==> config.mk <==
export PLATFORM = sky130hd
export DESIGN_NAME = svmc_top
export DESIGN_NICKNAME = d
export VERILOG_FILES = /design/src/rtl/svmc_pkg.sv /design/src/rtl/svmc_top.sv /design/src/rtl/svmc_det.sv
export SDC_FILE = /design/constraint.sdc
export NUM_CORES = 1
export LEC_CHECK = 0
export BUFFER_PORTS_ARGS = -buffer_cell sky130_fd_sc_hd__buf_4
export CORE_AREA = 2 2 117 119
export DETAILED_ROUTE_END_ITERATION = 12
export DIE_AREA = 0 0 119 121
export PLACE_DENSITY = 0.77
export SLEW_MARGIN = 20
export SYNTH_ARGS = -nofsm -noshare
export SYNTH_HDL_FRONTEND = slang
export SYNTH_SLANG_ARGS = --single-unit
==> constraint.sdc <==
create_clock -name aclk -period 5.9 [get_ports aclk]
set_clock_uncertainty 0.1 [all_clocks]
set_input_delay 1.18 -clock aclk [delete_from_list [all_inputs] [get_ports aclk]]
set_output_delay 1.18 -clock aclk [all_outputs]
set_load 0.02 [all_outputs]
==> src/rtl/svmc_pkg.sv <==
package svmc_pkg;

  // ------------------------------------------------------------
  // bus geometry
  // ------------------------------------------------------------
  localparam int ADDR_W = 8;
  localparam int DATA_W = 32;
  localparam int IDX_W = 6;
  localparam logic [1:0] RESP_OKAY = 2'h0;
  localparam logic [1:0] RESP_SLVERR = 2'h2;

  // ------------------------------------------------------------
  // register indices (byte address is four times the index)
  // ------------------------------------------------------------
  localparam logic [IDX_W-1:0] IDX_LEVEL2_FLAG = 6'h19;
  localparam logic [IDX_W-1:0] IDX_DET_ENABLE = 6'h1A;
  localparam logic [IDX_W-1:0] IDX_FUNC_SEL = 6'h26;
  localparam logic [IDX_W-1:0] IDX_LEVEL1_SEL = 6'h28;
  localparam logic [IDX_W-1:0] IDX_MON0_CTL = 6'h2A;
  localparam logic [IDX_W-1:0] IDX_MON1_CTL = 6'h2B;
  localparam logic [IDX_W-1:0] IDX_MON2_CTL = 6'h2C;
  localparam logic [IDX_W-1:0] IDX_RESET_FLAGS = 6'h30;
  localparam logic [IDX_W-1:0] IDX_PROTECT = 6'h31;

  // ------------------------------------------------------------
  // field positions
  // ------------------------------------------------------------
  localparam int BIT_LEVEL2_FLAG = 3;
  localparam int BIT_DET0_EN = 5;
  localparam int BIT_DET1_EN = 6;
  localparam int BIT_DET2_EN = 7;
  localparam int BIT_MASTER_EN = 7;
  localparam int BIT_PROTECT3 = 3;
  localparam int BIT_COLD_WARM = 0;
  localparam int BIT_OSC_STOP = 1;
  localparam int BIT_CTL_EN = 0;
  localparam int BIT_CTL_FILT_DIS = 1;
  localparam int BIT_CTL_CHG = 2;
  localparam int BIT_CTL_MON = 3;
  localparam int BIT_CTL_DIV_LO = 4;
  localparam int BIT_CTL_MODE_RST = 6;
  localparam int BIT_CTL_FALL_SEL = 7;

  // ------------------------------------------------------------
  // reset values and masks
  // ------------------------------------------------------------
  localparam logic [7:0] DEN_RST_ON = 8'h20;
  localparam logic [7:0] DEN_RST_OFF = 8'h00;
  localparam logic [7:0] MON0_RST_ON = 8'hCB;
  localparam logic [7:0] MON0_RST_OFF = 8'hCA;
  localparam logic [7:0] MON12_RST = 8'h82;
  localparam logic [7:0] FSEL_RST = 8'h00;
  localparam logic [7:0] LVL1_RST = 8'h0A;
  localparam logic [7:0] LVL1_MASKED = 8'h0A;
  localparam logic [7:0] MON0_WR_MASK = 8'hFB;
  localparam logic [7:0] MON12_WR_MASK = 8'hF3;
  localparam logic [7:0] CHG_MASK = 8'h04;

  // ------------------------------------------------------------
  // timing: slow oscillator ticks
  // ------------------------------------------------------------
  localparam int FILT_SAMPLES = 3;
  localparam logic [7:0] EN_DLY_TICKS_DEF = 8'h14;

  // ------------------------------------------------------------
  // carriers
  // ------------------------------------------------------------
  typedef struct packed {
    logic awvalid;
    logic [ADDR_W-1:0] awaddr;
    logic wvalid;
    logic [DATA_W-1:0] wdata;
    logic [3:0] wstrb;
    logic bready;
    logic arvalid;
    logic [ADDR_W-1:0] araddr;
    logic rready;
  } svmc_axi_req_t;

  typedef struct packed {
    logic awready;
    logic wready;
    logic bvalid;
    logic [1:0] bresp;
    logic arready;
    logic rvalid;
    logic [DATA_W-1:0] rdata;
    logic [1:0] rresp;
  } svmc_axi_rsp_t;

  typedef struct packed {
    logic por;
    logic hw;
    logic vm0;
    logic vm1;
    logic vm2;
    logic osc;
    logic wdt;
    logic sw;
  } svmc_rst_src_t;

  typedef enum logic [1:0] {
    WR_IDLE = 2'b01,
    WR_RESP = 2'b10
  } svmc_wr_t;

  typedef struct packed {
    logic [7:0] dly;
    logic active;
    logic [2:0] div;
    logic [FILT_SAMPLES-2:0] hist;
    logic level;
    logic rise;
    logic fall;
  } svmc_det_st_t;

endpackage

==> src/rtl/svmc_top.sv <==
// Register access over AXI4-Lite is this design's own decision.
`timescale 1ns/1ps
// Summary of operation
// power-up clears cold/warm flag to cold
// power-on and monitor-0 reset clear cold/warm
// cold/warm set by software only, kept otherwise
// software picks threshold-0 level by usage
// low threshold-0 needs hardware reset afterwards
// autostart 0: monitor-0 reset enabled after power-on
// oscillation-stop reset halts until hw/monitor-0 reset
// osc-stop flag kept by hw, cleared monitor-0
// detector 0 resets while supply below threshold
// detectors 1/2 reset mode on falling crossing
// interrupt edges depend on filter enable
// filter samples three times at divided clock
// enable/monitor-0 reset values follow autostart; code does so on hardware reset only, power-on/monitor-0 load the on values
// level-2 and enable registers survive minor resets
// select registers survive watchdog/osc/software resets
// level-2 flag low only below threshold enabled
// protect bit 3 gates protected register writes
// bit 5 enables detector 0 after delay
// detector 1 needs master and bit 6
// detector 2 needs master and bit 7
// software sets master when detector 1/2 used
// level-1 select reads default while master off
// filter active when filter-disable bit is 0
// enable delay counted in slow ticks, masked
module svmc_top
  import svmc_pkg::*;
#(
  parameter logic [7:0] EN_DLY_TICKS = EN_DLY_TICKS_DEF
)
(
  input logic aclk,
  input logic aresetn,
  input svmc_axi_req_t axi_req,
  output svmc_axi_rsp_t axi_rsp,
  input svmc_rst_src_t rst_src,
  input logic monitor0_autostart,
  input logic [2:0] supply_above,
  input logic slow_tick,
  output logic [2:0] mon_reset_req,
  output logic [1:0] mon_irq,
  output logic sys_halt
);

  // ------------------------------------------------------------
  // state
  // ------------------------------------------------------------
  typedef struct packed {
    svmc_wr_t wr;
    logic aw_have;
    logic [ADDR_W-1:0] aw_addr;
    logic w_have;
    logic [7:0] w_data;
    logic w_strb0;
    svmc_axi_rsp_t rsp;
    logic [7:0] den;
    logic [7:0] fsel;
    logic [7:0] lvl1;
    logic [7:0] mon0;
    logic [7:0] mon1;
    logic [7:0] mon2;
    logic [7:0] prot;
    logic cold_warm;
    logic osc_flag;
    logic halt;
    logic [2:0] rst_req;
    logic [1:0] irq;
  } svmc_top_st_t;

  // power applied counts as a power-on reset with detector 0 on
  localparam svmc_top_st_t ST_RESET = '{
    wr: WR_IDLE, den: DEN_RST_ON, fsel: FSEL_RST, lvl1: LVL1_RST,
    mon0: MON0_RST_ON, mon1: MON12_RST, mon2: MON12_RST, default: '0};

  svmc_top_st_t q;
  svmc_top_st_t d;

  logic [2:0] det_en;
  logic [2:0] det_act;
  logic [2:0] det_lvl;
  logic [2:0] det_rise;
  logic [2:0] det_fall;
  logic [7:0] ctl [3];
  logic master_en;
  logic [7:0] lvl1_view;
  logic [7:0] lvl2_view;
  logic [IDX_W-1:0] wr_idx;
  logic [IDX_W-1:0] rd_idx;
  logic [7:0] rd_byte;
  logic wr_cmt;
  logic wr_ok;
  logic full_rst;
  logic hw_rst;
  logic [1:0] evt;
  logic [1:0] chg;

  // ------------------------------------------------------------
  // decode helpers
  // ------------------------------------------------------------
  function automatic logic [IDX_W-1:0] to_idx(input logic [ADDR_W-1:0] a);
    to_idx = a[ADDR_W-1:2];
  endfunction

  function automatic logic is_mapped(input logic [IDX_W-1:0] i);
    case (i)
      IDX_LEVEL2_FLAG, IDX_DET_ENABLE, IDX_FUNC_SEL, IDX_LEVEL1_SEL,
      IDX_MON0_CTL, IDX_MON1_CTL, IDX_MON2_CTL, IDX_RESET_FLAGS, IDX_PROTECT:
        is_mapped = 1'b1;
      default:
        is_mapped = 1'b0;
    endcase
  endfunction

  // ------------------------------------------------------------
  // detectors
  // ------------------------------------------------------------
  assign master_en = q.fsel[BIT_MASTER_EN];
  assign det_en[0] = q.den[BIT_DET0_EN];
  assign det_en[1] = master_en & q.den[BIT_DET1_EN];
  assign det_en[2] = master_en & q.den[BIT_DET2_EN];
  assign ctl[0] = q.mon0;
  assign ctl[1] = q.mon1;
  assign ctl[2] = q.mon2;

  generate
    for (genvar g = 0; g < 3; g++)
    begin : g_det
      svmc_det #(
        .EN_DLY_TICKS(EN_DLY_TICKS)
      ) u_det (
        .aclk(aclk),
        .aresetn(aresetn),
        .enable(det_en[g]),
        .above(supply_above[g]),
        .slow_tick(slow_tick),
        .div_sel(ctl[g][BIT_CTL_DIV_LO+1:BIT_CTL_DIV_LO]),
        .filt_dis(ctl[g][BIT_CTL_FILT_DIS]),
        .active(det_act[g]),
        .level(det_lvl[g]),
        .rise(det_rise[g]),
        .fall(det_fall[g])
      );
    end
  endgenerate

  // ------------------------------------------------------------
  // register views
  // ------------------------------------------------------------
  // stored value survives while the master enable is off
  assign lvl1_view = master_en ? q.lvl1 : LVL1_MASKED;
  // detector level idles at 1 while disabled
  assign lvl2_view = 8'(det_lvl[2]) << BIT_LEVEL2_FLAG;

  always_comb
  begin
    rd_idx = to_idx(axi_req.araddr);
    case (rd_idx)
      IDX_LEVEL2_FLAG: rd_byte = lvl2_view;
      IDX_DET_ENABLE: rd_byte = q.den;
      IDX_FUNC_SEL: rd_byte = q.fsel;
      IDX_LEVEL1_SEL: rd_byte = lvl1_view;
      IDX_MON0_CTL: rd_byte = q.mon0;
      IDX_MON1_CTL: rd_byte = q.mon1 | (8'(det_lvl[1]) << BIT_CTL_MON);
      IDX_MON2_CTL: rd_byte = q.mon2 | (8'(det_lvl[2]) << BIT_CTL_MON);
      IDX_RESET_FLAGS: rd_byte = (8'(q.cold_warm) << BIT_COLD_WARM) | (8'(q.osc_flag) << BIT_OSC_STOP);
      IDX_PROTECT: rd_byte = q.prot;
      default: rd_byte = 8'h00;
    endcase
  end

  // ------------------------------------------------------------
  // next state
  // ------------------------------------------------------------
  always_comb
  begin
    d = q;
    wr_cmt = 1'b0;
    wr_idx = to_idx(q.aw_addr);
    wr_ok = q.w_strb0 & q.prot[BIT_PROTECT3];
    full_rst = rst_src.por | rst_src.vm0;
    hw_rst = rst_src.hw;
    evt = 2'h0;
    chg = 2'h0;

    // write channel: address and data taken in either order
    if (axi_req.awvalid && q.rsp.awready)
    begin
      d.aw_have = 1'b1;
      d.aw_addr = axi_req.awaddr;
    end
    if (axi_req.wvalid && q.rsp.wready)
    begin
      d.w_have = 1'b1;
      d.w_data = axi_req.wdata[7:0];
      d.w_strb0 = axi_req.wstrb[0];
    end
    case (q.wr)
      WR_IDLE:
        if (q.aw_have && q.w_have)
        begin
          wr_cmt = 1'b1;
          d.aw_have = 1'b0;
          d.w_have = 1'b0;
          d.rsp.bvalid = 1'b1;
          d.rsp.bresp = is_mapped(wr_idx) ? RESP_OKAY : RESP_SLVERR;
          d.wr = WR_RESP;
        end
      WR_RESP:
        if (axi_req.bready)
        begin
          d.rsp.bvalid = 1'b0;
          d.wr = WR_IDLE;
        end
      default:
        d.wr = WR_IDLE;
    endcase
    d.rsp.awready = ~d.aw_have & (d.wr == WR_IDLE);
    d.rsp.wready = ~d.w_have & (d.wr == WR_IDLE);

    // read channel: one outstanding read, data registered
    if (q.rsp.rvalid && axi_req.rready)
    begin
      d.rsp.rvalid = 1'b0;
    end
    if (axi_req.arvalid && q.rsp.arready)
    begin
      d.rsp.rvalid = 1'b1;
      d.rsp.rdata = DATA_W'(rd_byte);
      d.rsp.rresp = is_mapped(rd_idx) ? RESP_OKAY : RESP_SLVERR;
    end
    d.rsp.arready = ~d.rsp.rvalid;

    // register writes
    if (wr_cmt)
    begin
      case (wr_idx)
        IDX_DET_ENABLE: if (wr_ok) d.den = q.w_data;
        IDX_FUNC_SEL: if (wr_ok) d.fsel = q.w_data;
        IDX_LEVEL1_SEL: if (wr_ok) d.lvl1 = q.w_data;
        IDX_MON0_CTL: if (wr_ok) d.mon0 = q.w_data & MON0_WR_MASK;
        IDX_MON1_CTL:
          if (wr_ok) d.mon1 = (q.w_data & MON12_WR_MASK) | (q.mon1 & q.w_data & CHG_MASK);
        IDX_MON2_CTL:
          if (wr_ok) d.mon2 = (q.w_data & MON12_WR_MASK) | (q.mon2 & q.w_data & CHG_MASK);
        IDX_RESET_FLAGS:
          if (q.w_strb0 && q.w_data[BIT_COLD_WARM]) d.cold_warm = 1'b1;
        IDX_PROTECT: if (q.w_strb0) d.prot = q.w_data;
        default: d.prot = q.prot;
      endcase
    end

    // detector events: reset requests, interrupts, change flags
    d.rst_req[0] = det_act[0] & ~det_lvl[0] & q.mon0[BIT_CTL_EN];
    for (int i = 1; i < 3; i++)
    begin
      if (ctl[i][BIT_CTL_MODE_RST])
      begin
        evt[i-1] = det_fall[i];
      end
      else if (ctl[i][BIT_CTL_FILT_DIS])
      begin
        evt[i-1] = ctl[i][BIT_CTL_FALL_SEL] ? det_fall[i] : det_rise[i];
      end
      else
      begin
        evt[i-1] = det_rise[i] | det_fall[i];
      end
      chg[i-1] = evt[i-1] & det_en[i];
      d.rst_req[i] = evt[i-1] & ctl[i][BIT_CTL_EN] & ctl[i][BIT_CTL_MODE_RST];
      d.irq[i-1] = evt[i-1] & ctl[i][BIT_CTL_EN] & ~ctl[i][BIT_CTL_MODE_RST];
    end
    // change flags: hardware set wins over a software clear
    if (chg[0]) d.mon1 = d.mon1 | CHG_MASK;
    if (chg[1]) d.mon2 = d.mon2 | CHG_MASK;

    // reset sources; watchdog and software resets touch nothing here
    if (rst_src.vm1 || rst_src.vm2)
    begin
      d.fsel = FSEL_RST;
      d.lvl1 = LVL1_RST;
    end
    if (full_rst || hw_rst)
    begin
      if (hw_rst && !full_rst && monitor0_autostart)
      begin
        d.den = DEN_RST_OFF;
        d.mon0 = MON0_RST_OFF;
      end
      else
      begin
        d.den = DEN_RST_ON;
        d.mon0 = MON0_RST_ON;
      end
      d.fsel = FSEL_RST;
      d.lvl1 = LVL1_RST;
      d.mon1 = MON12_RST;
      d.mon2 = MON12_RST;
      d.prot = 8'h00;
      d.halt = 1'b0;
    end
    if (full_rst)
    begin
      d.cold_warm = 1'b0;
      d.osc_flag = 1'b0;
    end
    // osc-stop sets after clears so a coincident event is kept
    if (rst_src.osc)
    begin
      d.osc_flag = 1'b1;
      d.halt = 1'b1;
    end
  end

  always_ff @(posedge aclk)
  begin
    if (!aresetn)
    begin
      q <= ST_RESET;
    end
    else
    begin
      q <= d;
    end
  end

  // ------------------------------------------------------------
  // outputs
  // ------------------------------------------------------------
  assign axi_rsp = q.rsp;
  assign mon_reset_req = q.rst_req;
  assign mon_irq = q.irq;
  assign sys_halt = q.halt;

  // ------------------------------------------------------------
  // checks
  // ------------------------------------------------------------
  a_cold_clear: assert property (@(posedge aclk) disable iff (!aresetn)
    rst_src.por || rst_src.vm0 |=> !q.cold_warm)
    else $error("cold/warm flag not cleared");
  a_cold_keep: assert property (@(posedge aclk) disable iff (!aresetn)
    !rst_src.por && !rst_src.vm0 && !(wr_cmt && wr_idx == IDX_RESET_FLAGS) |=> $stable(q.cold_warm))
    else $error("cold/warm flag changed without a software write");
  a_halt_set: assert property (@(posedge aclk) disable iff (!aresetn)
    rst_src.osc |=> sys_halt)
    else $error("halt not raised by oscillation stop");
  a_halt_hold: assert property (@(posedge aclk) disable iff (!aresetn)
    sys_halt && !rst_src.hw && !rst_src.vm0 && !rst_src.por |=> sys_halt)
    else $error("halt released by wrong reset");
  a_osc_flag: assert property (@(posedge aclk) disable iff (!aresetn)
    rst_src.hw && !rst_src.vm0 && !rst_src.por && !rst_src.osc |=> q.osc_flag == $past(q.osc_flag))
    else $error("osc-stop flag changed by hardware reset");
  a_den_guard: assert property (@(posedge aclk) disable iff (!aresetn)
    wr_cmt && wr_idx == IDX_DET_ENABLE && !q.prot[BIT_PROTECT3] && rst_src == '0 |=> $stable(q.den))
    else $error("protected write was taken");
  a_lvl1_mask: assert property (@(posedge aclk) disable iff (!aresetn)
    axi_req.arvalid && q.rsp.arready && rd_idx == IDX_LEVEL1_SEL && !master_en
    |=> axi_rsp.rvalid && axi_rsp.rdata[7:0] == LVL1_MASKED)
    else $error("level-1 select not masked");
  a_lvl2_off: assert property (@(posedge aclk) disable iff (!aresetn)
    !det_en[2] |=> ##1 lvl2_view[BIT_LEVEL2_FLAG])
    else $error("level-2 flag low while detector off");
  a_det0_rst: assert property (@(posedge aclk) disable iff (!aresetn)
    det_act[0] && !det_lvl[0] && q.mon0[BIT_CTL_EN] |=> mon_reset_req[0])
    else $error("detector 0 reset missing");
  a_irq_both: assert property (@(posedge aclk) disable iff (!aresetn)
    q.mon1[BIT_CTL_EN] && !q.mon1[BIT_CTL_MODE_RST] && !q.mon1[BIT_CTL_FILT_DIS] && det_rise[1]
    |=> mon_irq[0])
    else $error("filtered rising crossing gave no interrupt");
  a_autostart: assert property (@(posedge aclk) disable iff (!aresetn)
    rst_src.hw && !rst_src.por && !rst_src.vm0 && monitor0_autostart |=> !q.den[BIT_DET0_EN])
    else $error("detector 0 enabled despite autostart option");

endmodule

==> src/rtl/svmc_det.sv <==
`timescale 1ns/1ps
module svmc_det
  import svmc_pkg::*;
#(
  parameter logic [7:0] EN_DLY_TICKS = EN_DLY_TICKS_DEF
)
(
  input logic aclk,
  input logic aresetn,
  input logic enable,
  input logic above,
  input logic slow_tick,
  input logic [1:0] div_sel,
  input logic filt_dis,
  output logic active,
  output logic level,
  output logic rise,
  output logic fall
);

  svmc_det_st_t q;
  svmc_det_st_t d;
  logic nxt;

  function automatic logic [2:0] div_last(input logic [1:0] sel);
    case (sel)
      2'h0: div_last = 3'h0;
      2'h1: div_last = 3'h1;
      2'h2: div_last = 3'h3;
      default: div_last = 3'h7;
    endcase
  endfunction

  always_comb
  begin
    d = q;
    nxt = q.level;
    d.rise = 1'b0;
    d.fall = 1'b0;
    if (!enable)
    begin
      d = '0;
      d.level = 1'b1;
    end
    else if (!q.active)
    begin
      // crossings masked while the analog side settles
      if (slow_tick)
      begin
        if (q.dly == EN_DLY_TICKS - 8'h01)
        begin
          d.active = 1'b1;
          d.level = above;
          d.hist = {(FILT_SAMPLES-1){above}};
        end
        else
        begin
          d.dly = q.dly + 8'h01;
        end
      end
    end
    else
    begin
      if (filt_dis)
      begin
        nxt = above;
      end
      else if (slow_tick)
      begin
        if (q.div == div_last(div_sel))
        begin
          d.div = 3'h0;
          d.hist = {q.hist[FILT_SAMPLES-3:0], above};
          if (q.hist == {(FILT_SAMPLES-1){above}})
          begin
            nxt = above;
          end
        end
        else
        begin
          d.div = q.div + 3'h1;
        end
      end
      d.level = nxt;
      d.rise = nxt & ~q.level;
      d.fall = ~nxt & q.level;
    end
  end

  always_ff @(posedge aclk)
  begin
    if (!aresetn)
    begin
      q <= '{default: '0, level: 1'b1};
    end
    else
    begin
      q <= d;
    end
  end

  assign active = q.active;
  assign level = q.level;
  assign rise = q.rise;
  assign fall = q.fall;

  a_dly_mask: assert property (@(posedge aclk) disable iff (!aresetn) !q.active |=> !q.rise && !q.fall)
    else $error("crossing seen before detector active");
  a_off_idle: assert property (@(posedge aclk) disable iff (!aresetn) !enable |=> !q.active && q.level)
    else $error("disabled detector still active");
  a_start_time: assert property (@(posedge aclk) disable iff (!aresetn)
    enable && !q.active && slow_tick && q.dly == EN_DLY_TICKS - 8'h01 |=> q.active)
    else $error("detector did not start after delay");

endmodule

After elaboration in Yosys (flattened, before gate mapping)
Cells that the tools add are included.
{"block": "classes", "addsub": 6, "n_mux": 118, "shifts": 0, "reduce_logical": 68, "multipliers": 0, "div_mod_pow": 0, "n_eq_ne": 47, "bitwise": 49, "n_lt_le_gt_ge": 0}
{"op": "$mux W8", "count": 15}
{"op": "$eq A6 B6 Y1 const B", "count": 14}
{"op": "$mux W3", "count": 28}
{"op": "$pmux W8 S9", "count": 1}
{"op": "$mux W57", "count": 1}
{"op": "$mux W56", "count": 1}
{"op": "$reduce_and A3 Y1", "count": 17}
{"op": "$mux W1", "count": 49}
{"op": "$reduce_bool A2 Y1", "count": 22}
{"op": "$mux W35", "count": 1}
{"op": "$pmux W3 S3", "count": 3}
{"op": "$mux W2", "count": 13}
{"op": "$add A8 B1 Y8 const B", "count": 3}
{"op": "$eq A6 B5 Y1 const B", "count": 4}
{"op": "$eq A8 B5 Y1 const B", "count": 3}
{"op": "$not A1 Y1", "count": 20}
{"op": "$reduce_and A5 Y1", "count": 4}
{"op": "$and A1 B1 Y1", "count": 19}
{"op": "$reduce_or A9 Y1", "count": 2}
{"op": "$mux W16", "count": 1}
{"op": "$ne A2 B2 Y1 const B", "count": 8}
{"op": "$or A8 B3 Y8", "count": 2}
{"op": "$or A8 B4 Y8", "count": 2}
{"op": "$ne A4 B4 Y1 const B", "count": 3}
{"op": "other kinds (20)", "count": 52}
{"block": "totals", "rom_bits": 0, "memories": 0, "word_cells": 335, "latchBits": 0, "ramBits": 0, "ff_bits": 151, "out_inout_bits": 47, "in_bits": 72}

Depth between registers and ports, before layout
Gate-level depths: netlist of the first run.
{"block": "logic_depth", "depth_word": 14, "depth_mapped": 9, "mapped_depth_nobuf": 7}

Modules after synthesis
A second synthesis of the first run with hierarchy kept.
{"block": "unflattened", "hier_cells": 821, "hier_area_um2": 7213.2}
{"module": "svmc_top", "seq_area_each_um2": 1941.9, "instances": 1, "cells_per_inst": 537, "area_each_um2": 4675.7}
{"module": "svmc_det at g_det[1].u_det", "seq_area_each_um2": 340.3, "instances": 1, "cells_per_inst": 97, "area_each_um2": 858.3}
{"module": "svmc_det at g_det[0].u_det", "seq_area_each_um2": 340.3, "instances": 1, "cells_per_inst": 95, "area_each_um2": 848.3}
{"module": "svmc_det at g_det[2].u_det", "seq_area_each_um2": 340.3, "instances": 1, "cells_per_inst": 92, "area_each_um2": 830.8}

Least setup slack after synthesis of the first run
No wires, ideal clock.
{"block": "synth_timing", "path_type": "input to register", "start": "in axi_req[8] (netlist bit)", "end": "reg q, in the netlist axi_rsp[6]", "arrival_time_ns": 2.326, "required_ns": 5.729, "setup_slack_ns": 3.403, "n_path_buf": 1, "setup_ns": 0.071, "cell_stages": 6, "cell_sequence": "clkbuf_1 > nand4bb_1 > nor2_1 > a222oi_1 > and3_1 > o21ai_1"}
{"block": "synth_via", "elab_chain_len": 2, "word_cells_on_any_way": 10, "cone_classes": "eq/ne (9); mux (1)"}
{"element": "start, declared", "line": "svmc_top.sv:36", "text": "input svmc_axi_req_t axi_req,"}
{"element": "$eq A6 B6 Y1 or $eq A6 B5 Y1 (tied branches)", "line": "svmc_top.sv:159", "text": "case (rd_idx)"}
{"element": "$pmux W8 S9 (*)", "line": "svmc_top.sv:159"}
{"element": "end signal, assigned", "line": "svmc_top.sv:320", "text": "q <= ST_RESET;"}
{"element": "end signal, assigned", "line": "svmc_top.sv:324", "text": "q <= d;"}
{"element": "end, declared", "line": "svmc_top.sv:77", "text": "svmc_top_st_t q;"}
Mark *: on every way between the ends. The rest lies on a longest branch, timed or not.
A chain may end at the register's enable or synchronous reset.

Worst setup path in the final report of the first run
{"block": "layout_timing", "start": "in rst_src[6] (netlist bit)", "end": "reg q[41] (netlist bit)"}
{"block": "layout_via", "elab_chain_len": 2}
{"element": "start, declared", "line": "svmc_top.sv:38", "text": "input svmc_rst_src_t rst_src,"}
{"element": "$logic_or A1 B1 Y1", "line": "svmc_top.sv:284", "text": "if (full_rst || hw_rst)"}
{"element": "$reduce_or A3 Y1 (no source line)"}
No other way between the ends.

==> impl_metrics.toml, run 1 <==
[finish]
drive_above_1_share_pct = 12.08
final_cell_count_no_fill = 1037
areaGrowthSynthToFinish_pct = 12.13
diodes = 0
final_cell_mix = "dfxtp_1 (146), nor2_1 (92), nand2_1 (81)"
final_nets = 930
final_common_cell = "dfxtp_1"
final_util_pct = 60.88
fin_area_mm2 = 0.007966

[sta]
rsz0062_at_grt = "false"
tns_ns = 0
tightest_slew_ns = 0.8978
slew_headroom_pct = 39.92
fmax_mhz = 374.0
slew_viol_final = 0
setup_viol = 0
fin_crit_sh_pct = 45.31
min_period_ns = 2.674
hold_slack_ns = 0.3525
timing.final.ws_setup_ns = 3.226
final_hold_viol_count = 0

[global_routing]
grt_max_degree = 42
antenna_found_initial = 0
grt_pass1_wl_mm = 25.96
grt_use_total_pct = 22.73
first_global_vias = 5256
grt-ovfl-total = 0

[pwr]
power_density_mw_per_mm2 = 298.5
p_sw_share_pct = 24.17
ir_worst_vdd_uv = 200.6
p_seq_share_pct = 45.1
power_mw = 2.378
combinationalPowerShare_pct = 9.1
power.switching_mw = 0.5748
power_frac_clock_pct = 45.8
p_int_mw = 1.803
leakage_nw = 3.160

[yosys]
netlist.area_leader.share_pct = 41.14
syn_area_mm2 = 0.007104
yosysWarnings = 0
ys_seq_area_share_pct = 41.14
synth_cells = 828
synth-edff-count = 0
ys_types = 73
netlist_top_cells_area = "dfxtp_1 (41%), mux2i_1 (5.5%), buf_4 (5.0%), nor2_1 (4.9%), nand2_1 (4.3%)"
ys_dominant_reg_cell = "dfxtp_1"
ys_ff_latch = 146
async_flop_share_pct = 0
syn_avg_cell_area_um2 = 8.580
synth_area_leader_cell = "dfxtp_1"

[placed_design]
place.gp.congestion = 0.8217
placed_cell_area_mm2 = 0.007367
pre_cts_slack_ns = 2.831
dp_cells = 1007
dp_hpwl_mm = 11.21
port_buffers = 59

[drt]
wire_per_inst_um = 15.69
vias = 5972
drc_errors = 0
viasPerCell = 5.759
drt_iter0_markers = 508
first_pass_iters = 5
drt-total-wl_mm = 16.27
ant_nets = 0

[floorplan]
initial_utilization_pct = 54.29
die_area_mm2 = 0.01440
fp.dieW_um = 119
dieHeight_um = 121
ios = 119
fp.coreArea_mm2 = 0.01309
rows = 42

[setup_path]
critPathMaxFanout = 30
worstSetupPathType = "in2reg"
cp.arrival_ns = 2.86
critPathLaunchType = "input port"
critPathRequiredTime_ns = 6.09
endpoint_kind = "register"

[status]
status = "complete, no violations"

[clocking]
cts_tree = "built"
ctsHoldBuffers = 0
post_cts_buffers = 0
numCtsBuffers = 17
path_clk_slew_ns = 0.06
cts_sinks = 146
cts_resized = 0
clk_latency_ns = 0.43
cts-root-buf = "clkbuf_16"
cts_max_path_buffers = 2
h-tree-depth = 4

[min_path]
hp-class = "reg2reg"

[flow_run]
maxCapViolCount = 0
==> routing by layer <==
metal  global-route usage (%)  up-vias  wire, um
met2                    35.49      222      7254
met1                    30.69     2792      7404
li1                         -     2930         -
met3                    5.404       28      1296
met4                    8.259        0       316
met5                        0        -         0
==> flip-flops by register name, summed over array words and instances (netlist names), 3 cells and up <==
register	cells
q	51
g_det.u_det.q	39
g_det.u_det.active	3
g_det.u_det.level	3
ctl	23
mon_reset_req	3
axi_rsp	15
==> logic make-up (layout without fill, tap and decap cells) <==
kind of cell,Yosys count,after routing,synth area share [%]
compound gates,161,161,15.09
xor+xnor,19,19,2.342
fa+ha+maj,8,8,1.409
buf+inv,99,107,7.960
flops,146,146,41.14
mux,41,41,5.812
other cells,1,26,0.05278
simple gates,353,353,26.19
==> final cells by class <==
class,instances,area [um2]
fillers,1132,5119
well taps,176,220.2
multi-input cells,608,3710
flip-flops and latches,146,2923
clock inverters,4,70.07
repair buffers,60,450.4
inverters,17,63.81
clock buffers,26,529.3
==> cell usage after synthesis, drive strengths merged (4+ instances only) <==
| cell type | instances |
|---|---|
| and3 | 19 |
| or3 | 6 |
| a31oi | 4 |
| nand3b | 7 |
| xor2 | 15 |
| clkbuf | 27 |
| nand3 | 37 |
| a211o | 4 |
| mux2i | 39 |
| dfxtp | 146 |
| xnor2 | 4 |
| nand2b | 12 |
| and4 | 6 |
| nor3 | 23 |
| o21ai | 27 |
| a21oi | 48 |
| a22oi | 8 |
| nand4 | 16 |
| buf | 55 |
| nor2b | 13 |
| nor3b | 4 |
| nor4 | 6 |
| o211ai | 8 |
| nor2 | 93 |
| nand2 | 81 |
| inv | 17 |
| o21a | 5 |
| a222oi | 10 |
| and2 | 11 |
| a21boi | 19 |
| ha | 8 |
==> path summary, 6_finish.rpt <==
check                               start                 endpoint  slack (ns)  cells past startpoint
setup reg to reg        q[125]$_SDFF_PN0_       q[53]$_SDFFE_PP0P_        3.36                      7
hold / removal    axi_rsp[2]$_SDFFE_PN0P_  axi_rsp[2]$_SDFFE_PN0P_        0.35                      2
hold reg to reg   axi_rsp[2]$_SDFFE_PN0P_  axi_rsp[2]$_SDFFE_PN0P_        0.35                      2
setup / recovery               rst_src[6]       q[41]$_SDFFE_PP1P_        3.23                      7
==> power groups by stage <==
stage | Combinational [mW] | Clock, mW | Sequential (mW)
global placement | 0.213 | 0 | 1.09
global route | 0.240 | 1.14 | 1.08
finish | 0.216 | 1.09 | 1.07
detailed placement | 0.215 | 0 | 1.09
floorplan | 0.194 | 0 | 1.06
CTS | 0.217 | 1.10 | 1.07
==> worst max-delay path: stages <==
cell	delay (ns)
buf_4	0.13
nor3_1	0.27
nand2_1	0.09
buf_4	0.26
or3_1	0.59
nor3_1	0.26
a21oi_1	0.06
No activity file was read; power rests on OpenSTA's default activity.
==> inputs of run 2 (changes only) <==
Settings changed: CORE_AREA 2 2 117 119 to 2 2 122 124, DIE_AREA 0 0 119 121 to 0 0 124 126, PLACE_DENSITY 0.77 to 0.75.
Clock period 5.9 ns to 2.41 ns, I/O delays scaled along.
==> run 2 against run 1 <==
  * Clock power grew 120%
  * Cell count grew 2.6%
  * Combinational power grew to 2.6 times the previous value
  * Sequential power grew 140%
  * Sequential cell count is the same
  * First-iteration DRC count grew 4.7%
==> impl_metrics.toml, run 2 (synthesis results as in run 1) <==
[finish]
fin_area_mm2 = 0.008054
drive_above_1_share_pct = 13.75
fill_cells = 1309
multiInputGateArea_mm2 = 0.003710
areaGrowthSynthToFinish_pct = 13.37
final_cell_mix = "dfxtp_1 (146), nor2_1 (92), nand2_1 (81)"
final_nets = 950
largest_reg_flops = 51
final_cell_count_no_fill = 1064
seqCellArea_mm2 = 0.002923
regMostFlops = "q"
diodes = 0
final_common_cell = "dfxtp_1"

[pwr]
p_sw_share_pct = 25.33
ir_worst_vdd_uv = 533.8
p_int_mw = 4.180
combinationalPowerShare_pct = 10.0
power_frac_clock_pct = 43.2
power_density_mw_per_mm2 = 695.1
p_seq_share_pct = 46.8
leakage_nw = 3.225
power.switching_mw = 1.418

[global_routing]
grt_max_degree = 26
antenna_found_initial = 0
grt-ovfl-total = 0
grt_pass1_wl_mm = 27.66
first_global_vias = 5570
grt_use_total_pct = 22.53

[floorplan]
fp.coreArea_mm2 = 0.01431
dieHeight_um = 126
rows = 44
fp.dieW_um = 124
die_area_mm2 = 0.01562
initial_utilization_pct = 49.63
ios = 119

[setup_path]
worstSetupPathType = "reg2reg"
critical_path.startpoint = "q[125]$_SDFF_PN0_"
critPathLaunchType = "register"
timing.rr.start = "q[125]$_SDFF_PN0_"
critPathRequiredTime_ns = 2.61
critPathMaxFanout = 8
endpoint_kind = "register"
cp.arrival_ns = 2.34

[drt]
ant_nets = 0
viasPerCell = 5.687
drc_errors = 0
wire_per_inst_um = 15.73
vias = 6051
drt_iter0_markers = 532
first_pass_iters = 6
drt-total-wl_mm = 16.74

[sta]
setup_viol = 0
timing.final.ws_setup_ns = 0.2744
tightest_slew_ns = 0.7355
fin_crit_sh_pct = 88.62
tns_ns = 0
slew_headroom_pct = 50.97
slew_viol_final = 0
min_period_ns = 2.136
fmax_mhz = 468.2
rsz0062_at_grt = "false"
final_hold_viol_count = 0

[clocking]
path_clk_slew_ns = 0.06
cts-root-buf = "clkbuf_16"
cts_resized = 0
post_cts_buffers = 0
ctsHoldBuffers = 0
cts_sinks = 146
cts_tree = "built"
numCtsBuffers = 17
clk_latency_ns = 0.42
cts_max_path_buffers = 2
h-tree-depth = 4

[placed_design]
place.gp.congestion = 0.8927
dp_cells = 1035
port_buffers = 59
pre_cts_slack_ns = 0.3168
placed_cell_area_mm2 = 0.007527
dp_hpwl_mm = 11.91

[status]
status = "complete, no violations"

[flow_run]
maxCapViolCount = 0

[min_path]
hold_start = "rst_src[2]"
hp-class = "in2reg"
run 2: changes by cell type in the layout (fill, tap and decap cells not counted):
cell       change
buf_4         +20
clkbuf_8       -5
clkbuf_1       +2
clkinv_2       +2
bufinv_16      -1
clkinv_4       +1
run 2: layout make-up:
| cell class | instances | share of cell area [%] |
|---|---|---|
| multi-input combinational | 608 | 46.06 |
| clock inverter | 6 | 0.7302 |
| sequential | 146 | 36.29 |
| tap | 184 | 2.858 |
| clock buffer | 23 | 5.810 |
| timing repair buffer | 80 | 7.457 |
| inverter | 17 | 0.7923 |
run 2: worst max-delay path, stage by stage, from the launching register on:
cell     delay [ns]
dfxtp_1        0.33
inv_1          0.06
ha_1           0.18
nand4_2        0.15
nor3_1         0.42
nand4_2        0.41
o21ai_0        0.28
a21oi_1        0.09
run 2: worst paths after layout:
kind	end	slack, ns	cells past startpoint
worst max-delay path	ctl[2]$_SDFFE_PP0P_	0.27	7
worst max register to register	ctl[2]$_SDFFE_PP0P_	0.27	7
worst min register to register	q[40]$_SDFFE_PP0P_	0.35	2
worst min-delay path	sys_halt$_SDFFE_PN0P_	0.19	3
run 2: stage by stage:
step,util (%),total power [mW],hold slack [ns]
5_1_grt,56.27,5.809,0.2017
3_3_place_gp,52.59,3.217,0.3365
4_1_cts,56.27,5.626,0.1816
2_1_floorplan,-,3.077,0.3258
6_report,56.27,5.598,0.1927
3_5_place_dp,52.59,3.227,0.3424
run 2: power groups by stage:
stage | Clock [mW] | Sequential (mW) | Combinational, mW
3_5_place_dp | 0 | 2.67 | 0.556
6_report | 2.42 | 2.62 | 0.558
2_1_floorplan | 0 | 2.60 | 0.476
4_1_cts | 2.45 | 2.62 | 0.558
3_3_place_gp | 0 | 2.67 | 0.548
5_1_grt | 2.55 | 2.63 | 0.622
run 2: routing by layer:
layer,GRT usage (%),share of wire (%),vias up
met4,8.923,2.1,0
li1,-,-,2982
met5,0,0,-
met1,31.23,46,2839
met2,34.49,45,202
met3,4.303,7.1,28
